**src/inc/pevq_pkg.sv**
```systemverilog
// Shared constants and types of the pointer event queue
package pevq_pkg;
   // ==========================================================
   // Queue geometry
   localparam int unsigned PEVQ_DEPTH = 16;           // Events held
   localparam int unsigned PEVQ_PTR_W = 4;            // Pointer width
   localparam int unsigned PEVQ_CNT_W = 5;            // Count width, 0..16
   localparam logic [PEVQ_CNT_W-1:0] PEVQ_CNT_ZERO = 5'h00;
   localparam logic [PEVQ_CNT_W-1:0] PEVQ_CNT_ONE  = 5'h01;
   localparam logic [PEVQ_CNT_W-1:0] PEVQ_CNT_FULL = 5'h10;
   localparam logic [PEVQ_PTR_W-1:0] PEVQ_PTR_ONE  = 4'h1;

   // ==========================================================
   // Register byte offsets
   localparam logic [7:0] PEVQ_OFF_IDENTITY = 8'h00;
   localparam logic [7:0] PEVQ_OFF_ADVANCE  = 8'h04;
   localparam logic [7:0] PEVQ_OFF_COUNT    = 8'h08;
   localparam logic [7:0] PEVQ_OFF_HORIZ    = 8'h0c;
   localparam logic [7:0] PEVQ_OFF_VERT     = 8'h10;
   localparam logic [7:0] PEVQ_OFF_SCROLL   = 8'h14;
   localparam logic [7:0] PEVQ_OFF_BUTTONS  = 8'h18;
   localparam logic [7:0] PEVQ_OFF_IRQ_GATE = 8'h1c;
   localparam logic [7:0] PEVQ_OFF_CAPACITY = 8'h20;
   localparam logic [7:0] PEVQ_OFF_EVT_STS  = 8'h24;
   localparam logic [7:0] PEVQ_OFF_EVT_MASK = 8'h28;

   // ==========================================================
   // Values and fields
   localparam logic [31:0] PEVQ_ADVANCE_CMD = 32'h0000_0001;
   localparam logic [31:0] PEVQ_WORD_ZERO   = 32'h0000_0000;
   localparam logic [31:0] PEVQ_ABS_MASK    = 32'h0000_7fff;
   localparam logic [31:0] PEVQ_CAP_WORD    = 32'h0000_0010;
   localparam logic        PEVQ_MODE_REL    = 1'b0;
   localparam logic        PEVQ_MODE_ABS    = 1'b1;
   localparam int unsigned PEVQ_STS_W       = 2;
   localparam int unsigned PEVQ_STS_ACCEPT  = 0;       // Event queued
   localparam int unsigned PEVQ_STS_DROP    = 1;       // Event lost, queue full
   localparam logic [PEVQ_STS_W-1:0] PEVQ_STS_NONE = 2'h0;

   // ==========================================================
   // Carriers
   typedef struct packed {
      logic [7:0]  buttons;                            // Bit n = button n pressed
      logic [15:0] scroll;                             // Signed delta
      logic [15:0] horiz;                              // Delta or position
      logic [15:0] vert;                               // Delta or position
   } pevq_event_s;

   typedef struct packed {
      logic [31:0] horiz;
      logic [31:0] vert;
      logic [31:0] scroll;
      logic [31:0] buttons;
   } pevq_view_s;

   typedef struct packed {
      logic        wr;                                 // Write strobe
      logic        rd;                                 // Read strobe
      logic [7:0]  addr;                               // Byte address
      logic [31:0] wdata;                              // Write data
   } pevq_bus_s;
endpackage : pevq_pkg

```
**src/hw/pevq_top.sv**
```systemverilog
// Pointer event queue: event FIFO, register slave and interrupt
//
// How it works
// - Each incoming event with buttons, scroll and two coordinates is kept in a first-in first-out queue.
// - Relative mode treats coordinates as movement and absolute mode treats them as screen positions.
// - The interrupt is high while the queue holds an entry and the gate is enabled, or while a sticky event bit is set and enabled in the event mask.
// - The mode parameter gives relative behaviour at 0 and absolute at 1, with absolute as default.
// - The queue capacity is a configuration constant of sixteen events.
// - The identity register at offset zero returns one code in relative and another in absolute mode.
// - Writing one to the advance register pops the oldest event into the view registers, or does nothing if empty.
// - The count register reports waiting events and is zero after reset.
// - The horizontal register is a signed delta in relative mode and 0 to 0x7fff in absolute mode.
// - The vertical register is a signed delta in relative mode and 0 to 0x7fff in absolute mode.
// - The scroll register is always a signed delta whatever the mode.
// - The button register holds one bit per button from bit zero, set meaning pressed.
// - The gate register masks the queue interrupt at 0, enables it at 1, and resets masked.
// - The capacity register reports the configured maximum number of events.
//
// Decided for this implementation: the address-and-strobe port.
module pevq_top
   import pevq_pkg::*;
#(
   parameter logic        ABSOLUTE_MODE = PEVQ_MODE_ABS,   // 0 mouse, 1 touchscreen
   parameter logic [31:0] ID_RELATIVE   = 32'h0000_a001,   // Arbitrary value
   parameter logic [31:0] ID_ABSOLUTE   = 32'h0000_a002    // Arbitrary value
)
(
   input  wire logic        CLOCK,      // 250 MHz clock
   input  wire logic        RST_N,      // Async reset, active low
   input  wire pevq_bus_s   BUS_REQ,    // Register strobes, address, data
   output      logic [31:0] BUS_RDATA,  // Read data, cycle after strobe
   input  wire logic        EV_VALID,   // One-cycle event strobe
   input  wire pevq_event_s EV_DATA,    // Event contents
   output      logic        EV_FULL,    // Queue full, next event dropped
   output      logic        IRQ         // Level interrupt, active high
);

   // ==========================================================
   // Helpers

   // Widen a signed 16-bit field
   function automatic logic [31:0] sign_widen(input logic [15:0] v);
      sign_widen = {{16{v[15]}}, v};
   endfunction : sign_widen

   // Coordinate view for the chosen mode
   function automatic logic [31:0] coord_view(input logic [15:0] v, input logic mode);
      if (mode == PEVQ_MODE_ABS)
      begin
         coord_view = {16'h0000, v} & PEVQ_ABS_MASK;
      end
      else
      begin
         coord_view = sign_widen(v);
      end
   endfunction : coord_view

   // ==========================================================
   // State
   pevq_event_s                 mem_ff [PEVQ_DEPTH];
   logic [PEVQ_PTR_W-1:0]       wr_ptr_ff, nxt_wr_ptr;
   logic [PEVQ_PTR_W-1:0]       rd_ptr_ff, nxt_rd_ptr;
   logic [PEVQ_CNT_W-1:0]       count_ff, nxt_count;
   pevq_view_s                  view_ff, nxt_view;
   logic                        gate_ff, nxt_gate;
   logic [PEVQ_STS_W-1:0]       sts_ff, nxt_sts;
   logic [PEVQ_STS_W-1:0]       mask_ff, nxt_mask;
   logic [31:0]                 rdata_ff, nxt_rdata;
   logic                        push;
   logic                        pop;
   logic                        adv_wr;
   logic                        q_full;
   logic                        q_empty;
   pevq_event_s                 head;
   pevq_view_s                  head_view;

   // ==========================================================
   // Queue control
   // Drop on full even if a pop happens in the same cycle: keeps the
   // full decision independent of the bus, at the cost of one slot.
   always_comb
   begin
      q_full  = (count_ff == PEVQ_CNT_FULL);
      q_empty = (count_ff == PEVQ_CNT_ZERO);
      adv_wr  = BUS_REQ.wr && (BUS_REQ.addr == PEVQ_OFF_ADVANCE) && (BUS_REQ.wdata == PEVQ_ADVANCE_CMD);
      push    = EV_VALID && !q_full;
      pop     = adv_wr && !q_empty;
      head    = mem_ff[rd_ptr_ff];
      head_view.horiz   = coord_view(head.horiz, ABSOLUTE_MODE);
      head_view.vert    = coord_view(head.vert, ABSOLUTE_MODE);
      head_view.scroll  = sign_widen(head.scroll);
      head_view.buttons = {24'h000000, head.buttons};
      nxt_wr_ptr = push ? wr_ptr_ff + PEVQ_PTR_ONE : wr_ptr_ff;
      nxt_rd_ptr = pop ? rd_ptr_ff + PEVQ_PTR_ONE : rd_ptr_ff;
      nxt_count  = count_ff;
      if (push && !pop)
      begin
         nxt_count = count_ff + PEVQ_CNT_ONE;
      end
      else if (pop && !push)
      begin
         nxt_count = count_ff - PEVQ_CNT_ONE;
      end
      nxt_view = pop ? head_view : view_ff;
   end

   // Event storage, no reset needed for the payload
   always_ff @(posedge CLOCK)
   begin
      if (push)
      begin
         mem_ff[wr_ptr_ff] <= EV_DATA;
      end
   end

   // Queue pointers, count and view
   always_ff @(posedge CLOCK or negedge RST_N)
   begin
      if (!RST_N)
      begin
         wr_ptr_ff <= '0;
         rd_ptr_ff <= '0;
         count_ff  <= PEVQ_CNT_ZERO;
         view_ff   <= '0;
      end
      else
      begin
         wr_ptr_ff <= nxt_wr_ptr;
         rd_ptr_ff <= nxt_rd_ptr;
         count_ff  <= nxt_count;
         view_ff   <= nxt_view;
      end
   end

   // ==========================================================
   // Control registers and sticky events
   // Set wins over a same-cycle write-one-to-clear
   always_comb
   begin
      nxt_gate = gate_ff;
      nxt_mask = mask_ff;
      nxt_sts  = sts_ff;
      if (BUS_REQ.wr && (BUS_REQ.addr == PEVQ_OFF_IRQ_GATE))
      begin
         nxt_gate = BUS_REQ.wdata[0];
      end
      if (BUS_REQ.wr && (BUS_REQ.addr == PEVQ_OFF_EVT_MASK))
      begin
         nxt_mask = BUS_REQ.wdata[PEVQ_STS_W-1:0];
      end
      if (BUS_REQ.wr && (BUS_REQ.addr == PEVQ_OFF_EVT_STS))
      begin
         nxt_sts = sts_ff & ~BUS_REQ.wdata[PEVQ_STS_W-1:0];
      end
      if (push)
      begin
         nxt_sts[PEVQ_STS_ACCEPT] = 1'b1;
      end
      if (EV_VALID && q_full)
      begin
         nxt_sts[PEVQ_STS_DROP] = 1'b1;
      end
   end

   always_ff @(posedge CLOCK or negedge RST_N)
   begin
      if (!RST_N)
      begin
         gate_ff <= 1'b0;
         mask_ff <= PEVQ_STS_NONE;
         sts_ff  <= PEVQ_STS_NONE;
      end
      else
      begin
         gate_ff <= nxt_gate;
         mask_ff <= nxt_mask;
         sts_ff  <= nxt_sts;
      end
   end

   // ==========================================================
   // Read path, data one cycle after the strobe
   always_comb
   begin
      nxt_rdata = PEVQ_WORD_ZERO;
      if (BUS_REQ.rd)
      begin
         case (BUS_REQ.addr)
            PEVQ_OFF_IDENTITY: nxt_rdata = (ABSOLUTE_MODE == PEVQ_MODE_ABS) ? ID_ABSOLUTE
                                                                             : ID_RELATIVE;
            PEVQ_OFF_COUNT:    nxt_rdata = {27'h0000000, count_ff};
            PEVQ_OFF_HORIZ:    nxt_rdata = view_ff.horiz;
            PEVQ_OFF_VERT:     nxt_rdata = view_ff.vert;
            PEVQ_OFF_SCROLL:   nxt_rdata = view_ff.scroll;
            PEVQ_OFF_BUTTONS:  nxt_rdata = view_ff.buttons;
            PEVQ_OFF_IRQ_GATE: nxt_rdata = {31'h00000000, gate_ff};
            PEVQ_OFF_CAPACITY: nxt_rdata = PEVQ_CAP_WORD;
            PEVQ_OFF_EVT_STS:  nxt_rdata = {30'h00000000, sts_ff};
            PEVQ_OFF_EVT_MASK: nxt_rdata = {30'h00000000, mask_ff};
            default:           nxt_rdata = PEVQ_WORD_ZERO;  // Unmapped and advance read zero
         endcase
      end
   end

   always_ff @(posedge CLOCK or negedge RST_N)
   begin
      if (!RST_N)
      begin
         rdata_ff <= PEVQ_WORD_ZERO;
      end
      else
      begin
         rdata_ff <= nxt_rdata;
      end
   end

   // ==========================================================
   // Outputs
   // Gate acts on the queue level, so software need clear only the sticky event bits
   assign IRQ       = (gate_ff && !q_empty) || |(sts_ff & mask_ff);
   assign EV_FULL   = q_full;
   assign BUS_RDATA = rdata_ff;
endmodule : pevq_top

```
**config.mk**
```make
export PLATFORM = sky130hd
export DESIGN_NAME = pevq_top
export DESIGN_NICKNAME = d
export VERILOG_FILES = /design/src/inc/pevq_pkg.sv /design/src/hw/pevq_top.sv
export SDC_FILE = /design/constraint.sdc
export NUM_CORES = 1
export LEC_CHECK = 0
export ABC_AREA = 1
export BUFFER_PORTS_ARGS = -buffer_cell sky130_fd_sc_hd__buf_2
export CAP_MARGIN = 20
export CORE_MARGIN = 5
export CORE_UTILIZATION = 50
export DETAILED_ROUTE_END_ITERATION = 8
export GPL_ROUTABILITY_DRIVEN = 0
export MAX_ROUTING_LAYER = met4
export PLACE_DENSITY = 0.7
export SLEW_MARGIN = 20
export SYNTH_ARGS = -nofsm -noshare
export SYNTH_HDL_FRONTEND = slang
export SYNTH_SLANG_ARGS = --single-unit
```
**constraint.sdc**
```tcl
create_clock -name CLOCK -period 5.9 [get_ports CLOCK]
set_input_delay 0.59 -clock CLOCK [delete_from_list [all_inputs] [get_ports CLOCK]]
set_output_delay 0.59 -clock CLOCK [all_outputs]
set_load 0.02 [all_outputs]
```
==> PnR_summary.wiki <==
{| class="wikitable"
! Metric !! Value
|-
| Run status || completed
|-
| Setup repair bufs after CTS || 0
|-
| Post-cts sizing count || 0
|-
| Portion of the clock cycle consumed by the worst path in the final layout || 0.550
|-
| Worst Setup SP || count_ff[0]
|-
| Routed vias || 27900
|-
| Cell types occupying the most area after synthesis || sky130_fd_sc_hd__edfxtp_1, sky130_fd_sc_hd__nand2_1, sky130_fd_sc_hd__dfrtp_1, sky130_fd_sc_hd__nand3_1, sky130_fd_sc_hd__inv_1
|-
| Global-route total usage across every layer || 0.229
|-
| Number of gates on the worst path with buffers counted || 7
|-
| Cell Rows || 105
|-
| Worst-path fanout max || 29
|-
| Post-synthesis average cell area || 10.1 um^2
|-
| Die height || around 300 um
|-
| Worst Hold Launch || EV_VALID
|-
| Maximum number of pins on one net before global-route repair || approximately 250
|-
| Die area || slightly below 0.09 mm^2
|-
| Antenna violations before repair || 12
|-
| Count of buffers from port buffering || 132
|-
| Post-DP HPWL || approximately 55000 um
|-
| Share of async-settable or async-resettable flops after synthesis || 0.0934
|-
| Smallest hold slack || 0.247 ns
|-
| Family with the most delay on the worst path || simple AND/OR/NAND/NOR gates
|-
| Final WL || about 100000 um
|-
| Area added between synthesis and finish || 11.6%
|-
| Total of hold buffers inserted after clock tree synthesis || 1
|-
| Final setup violation count || 0
|-
| DR pass1 iterations || 6
|-
| Start of the worst register-to-register path || count_ff[0]
|-
| Post-synthesis register bit count || around 950
|-
| Crit path buf inv count || 2
|-
| Combinational fraction of design power || 0.076
|-
| Worst min path class || in2reg
|-
| Number of instances in the synthesized netlist || between 4000 and 5000
|-
| Worst Skew || 0.0372 ns
|-
| Yosys top cell by area || sky130_fd_sc_hd__edfxtp_1
|-
| Number of global-route vias before repair || about 26000
|-
| Crit end category || flop
|-
| RSZ-0062 raised after global routing || no
|-
| Mapped Nets || ~4200
|-
| Relative slew margins || 0.233
|-
| Highest cell delay on the worst timing path || around 0.90 ns
|-
| Routed vias/inst || around 5.3
|-
| Highest Clock Rate || between 0.3 and 0.4 GHz
|-
| Max stage delay cell, worst path || sky130_fd_sc_hd__nor2_4
|-
| Starting density of the core || 0.504
|-
| Cells along the critical path || nor2_1 -> nand4_1 -> nand2_1 -> clkinv_1 -> nand2_1 -> nor2_4 -> buf_4
|-
| CTS H-tree depth || 3
|-
| Top cell by count, worst path || sky130_fd_sc_hd__nand2_1
|-
| Worst Setup Slack post-DPL || ~2.6 ns
|-
| Worst r2r path cells || 7
|-
| Filler cells || 6656
|-
| Final-stage net count || roughly 4200
|-
| TritonCTS clock tree || yes
|-
| CTS clk-pin slew, worst paths || roughly 0.060 ns
|-
| Switching power share of the total || 0.231
|-
| Antenna Nets Post-Route || 0
|-
| Number of placed I/O pins || about 140
|-
| Part of the total power dissipated in the clock network || 0.400
|-
| Most numerous cell in the Yosys netlist || sky130_fd_sc_hd__nand2_1
|-
| Internal power consumption || 11.9 mW
|-
| Unique masters post-synth || 32
|-
| Final Non-Filler Cells || about 5300
|-
| Most instantiated flip-flop cell in the synthesis netlist || sky130_fd_sc_hd__edfxtp_1
|-
| Clock insertion delay at the later pin of the skew report || around 0.66 ns
|-
| DRC viols || 0
|-
| Core footprint || 0.0820 mm^2
|-
| Minimum setup slack in the final design || about 2.7 ns
|-
| Total grt overflow || 0
|-
| Dpl cells || around 5100
|-
| Top cell type's share of synthesized area || 0.628
|-
| Sw power || roughly 3.6 mW
|-
| Max Root-Sink Buffers || 3
|-
| Setup slack on the worst flop-to-flop path || between 2 and 3 ns
|-
| Most numerous cell types in the synthesized netlist || sky130_fd_sc_hd__nand2_1, sky130_fd_sc_hd__edfxtp_1, sky130_fd_sc_hd__inv_1
|-
| Routed WL per cell || between 15 and 20 um
|-
| Share of layout cells above drive strength 1 || 0.109
|-
| Hold Path Stages || 3
|-
| Part of the Yosys area used for sequential elements || 0.682
|-
| Final max-slew violation count || 0
|-
| Final setup TNS || 0 ns
|-
| Number of violations of the max-capacitance limit || 0
|-
| # clock sinks || roughly 950
|-
| Root Buffer Master || sky130_fd_sc_hd__clkbuf_16
|-
| Sequential Power Share || 0.524
|-
| Endpoint of the worst setup timing path || mem_ff[1][5]
|-
| Final non-filler cell area || between 0.04 and 0.05 mm^2
|-
| Minimum clock period after layout || 3.24 ns
|-
| Instance area at placement || between 0.04 and 0.05 mm^2
|-
| Arrival time of the worst setup path || 3.51 ns
|-
| Power per unit of standard cell area || ~340 mW/mm^2
|-
| Standby leakage power || just under 20 nW
|-
| Post-synth EDFFs || 864
|-
| Final number of hold-violating endpoints || 0
|-
| Worst setup SP type || flop
|-
| Worst-margin pin slew || approximately 1.1 ns
|-
| Endpoint of the worst-slack reg-to-reg timing path || mem_ff[1][5]
|-
| Required arrival time at the worst endpoint || 6.17 ns
|-
| TritonCTS Buffers || 99
|-
| VDD IR-drop max || roughly 0.25 mV
|-
| Netlist Area Pre-Place || ~0.041 mm^2
|-
| Starting DRT DRC Count || a little over 3000
|-
| Global-route wire length before repair || 152000 um
|-
| Die Wd || 297 um
|-
| Number of warnings printed during yosys synthesis || 0
|-
| Kind of critical path || reg2reg
|}
==> stage by stage <==
stage | total power [mW] | util
after CTS | 15.6 | 0.562
after floorplan | 8.90 | -
after global routing | 16.0 | 0.562
final | 15.5 | 0.562
after detailed placement | 9.43 | 0.522
after global placement | 9.37 | 0.521
==> worst min-delay path by stage <==
| stage | to | slack, ns |
|---|---|---|
| after floorplan | BUS_RDATA[0] | 0.29 |
| after global placement | view_ff[37] | 0.46 |
| after detailed placement | view_ff[47] | 0.47 |
| after CTS | sts_ff[1] | 0.21 |
| after global routing | sts_ff[1] | 0.25 |
| final | sts_ff[1] | 0.25 |
==> kinds of logic (layout without fill, tap and decap cells) <==
family,Yosys count,count (layout),share of synthesized area
other,0,8,0
adders and majority gates,10,10,0.00321
and+or+nand+nor,2279,2279,0.227
buffers and inverters,686,841,0.0689
DFF,953,953,0.682
xor gates and xnor gates,8,8,0.00170
AOI/OAI and AO/OA,132,132,0.0163
==> sequential cells by signal, indices dropped and copies added, names as in the netlist <==
name	flops
BUS_RDATA	17
count_ff	5
gate_ff	1
mask_ff	2
mem_ff	864
rd_ptr_ff	4
sts_ff	2
view_ff	54
wr_ptr_ff	4
==> power groups by stage <==
stage	clock network, mW	logic [mW]	registers [mW]
after floorplan	0	0.630	8.27
after global placement	0	1.13	8.24
after detailed placement	0	1.17	8.26
after CTS	6.29	1.18	8.12
after global routing	6.58	1.30	8.16
final	6.21	1.18	8.12
==> layer usage <==
metal  global-route usage  routed length [um]  share of wire
met1                0.310               42000           0.42
met2                0.352               46200           0.46
met3               0.0420                9070          0.090
met4               0.0857                3240          0.032
met5                    -                   0              0
==> placed cells by master (no fill, tap or decap), drive strengths merged, types with 8 or more instances in the layout <==
master / Yosys / routed
buf: 157 / 174
inv: 478 / 478
o21ai: 119 / 119
dfrtp: 89 / 89
edfxtp: 864 / 864
nand3: 403 / 403
ha: 9 / 9
nand2: 1555 / 1555
clkbuf: 50 / 124
diode: 0 / 8
clkinv: 1 / 47
bufinv: 0 / 11
nor2: 202 / 202
or2: 108 / 108
==> worst register-to-register path, delay by kind of cell (launching register included) <==
kind          cells  cell delay, ns
simple gates      5            1.51
buf+inv           2            0.84
flops             1            0.47
==> layout make-up <==
| class | count | area, um^2 | share of cell area |
|---|---|---|---|
| sequential | 953 | 28200 | 0.612 |
| multi-input combinational | 2429 | 10400 | 0.226 |
| antenna | 8 | 20.0 | 0.000435 |
| clock buffer | 124 | 2650 | 0.0574 |
| tap | 1070 | 1340 | 0.0291 |
| inverter | 479 | 1820 | 0.0395 |
| timing repair buffer | 175 | 1050 | 0.0227 |
| clock inverter | 63 | 623 | 0.0135 |
Power figures use the tool's default switching activity.
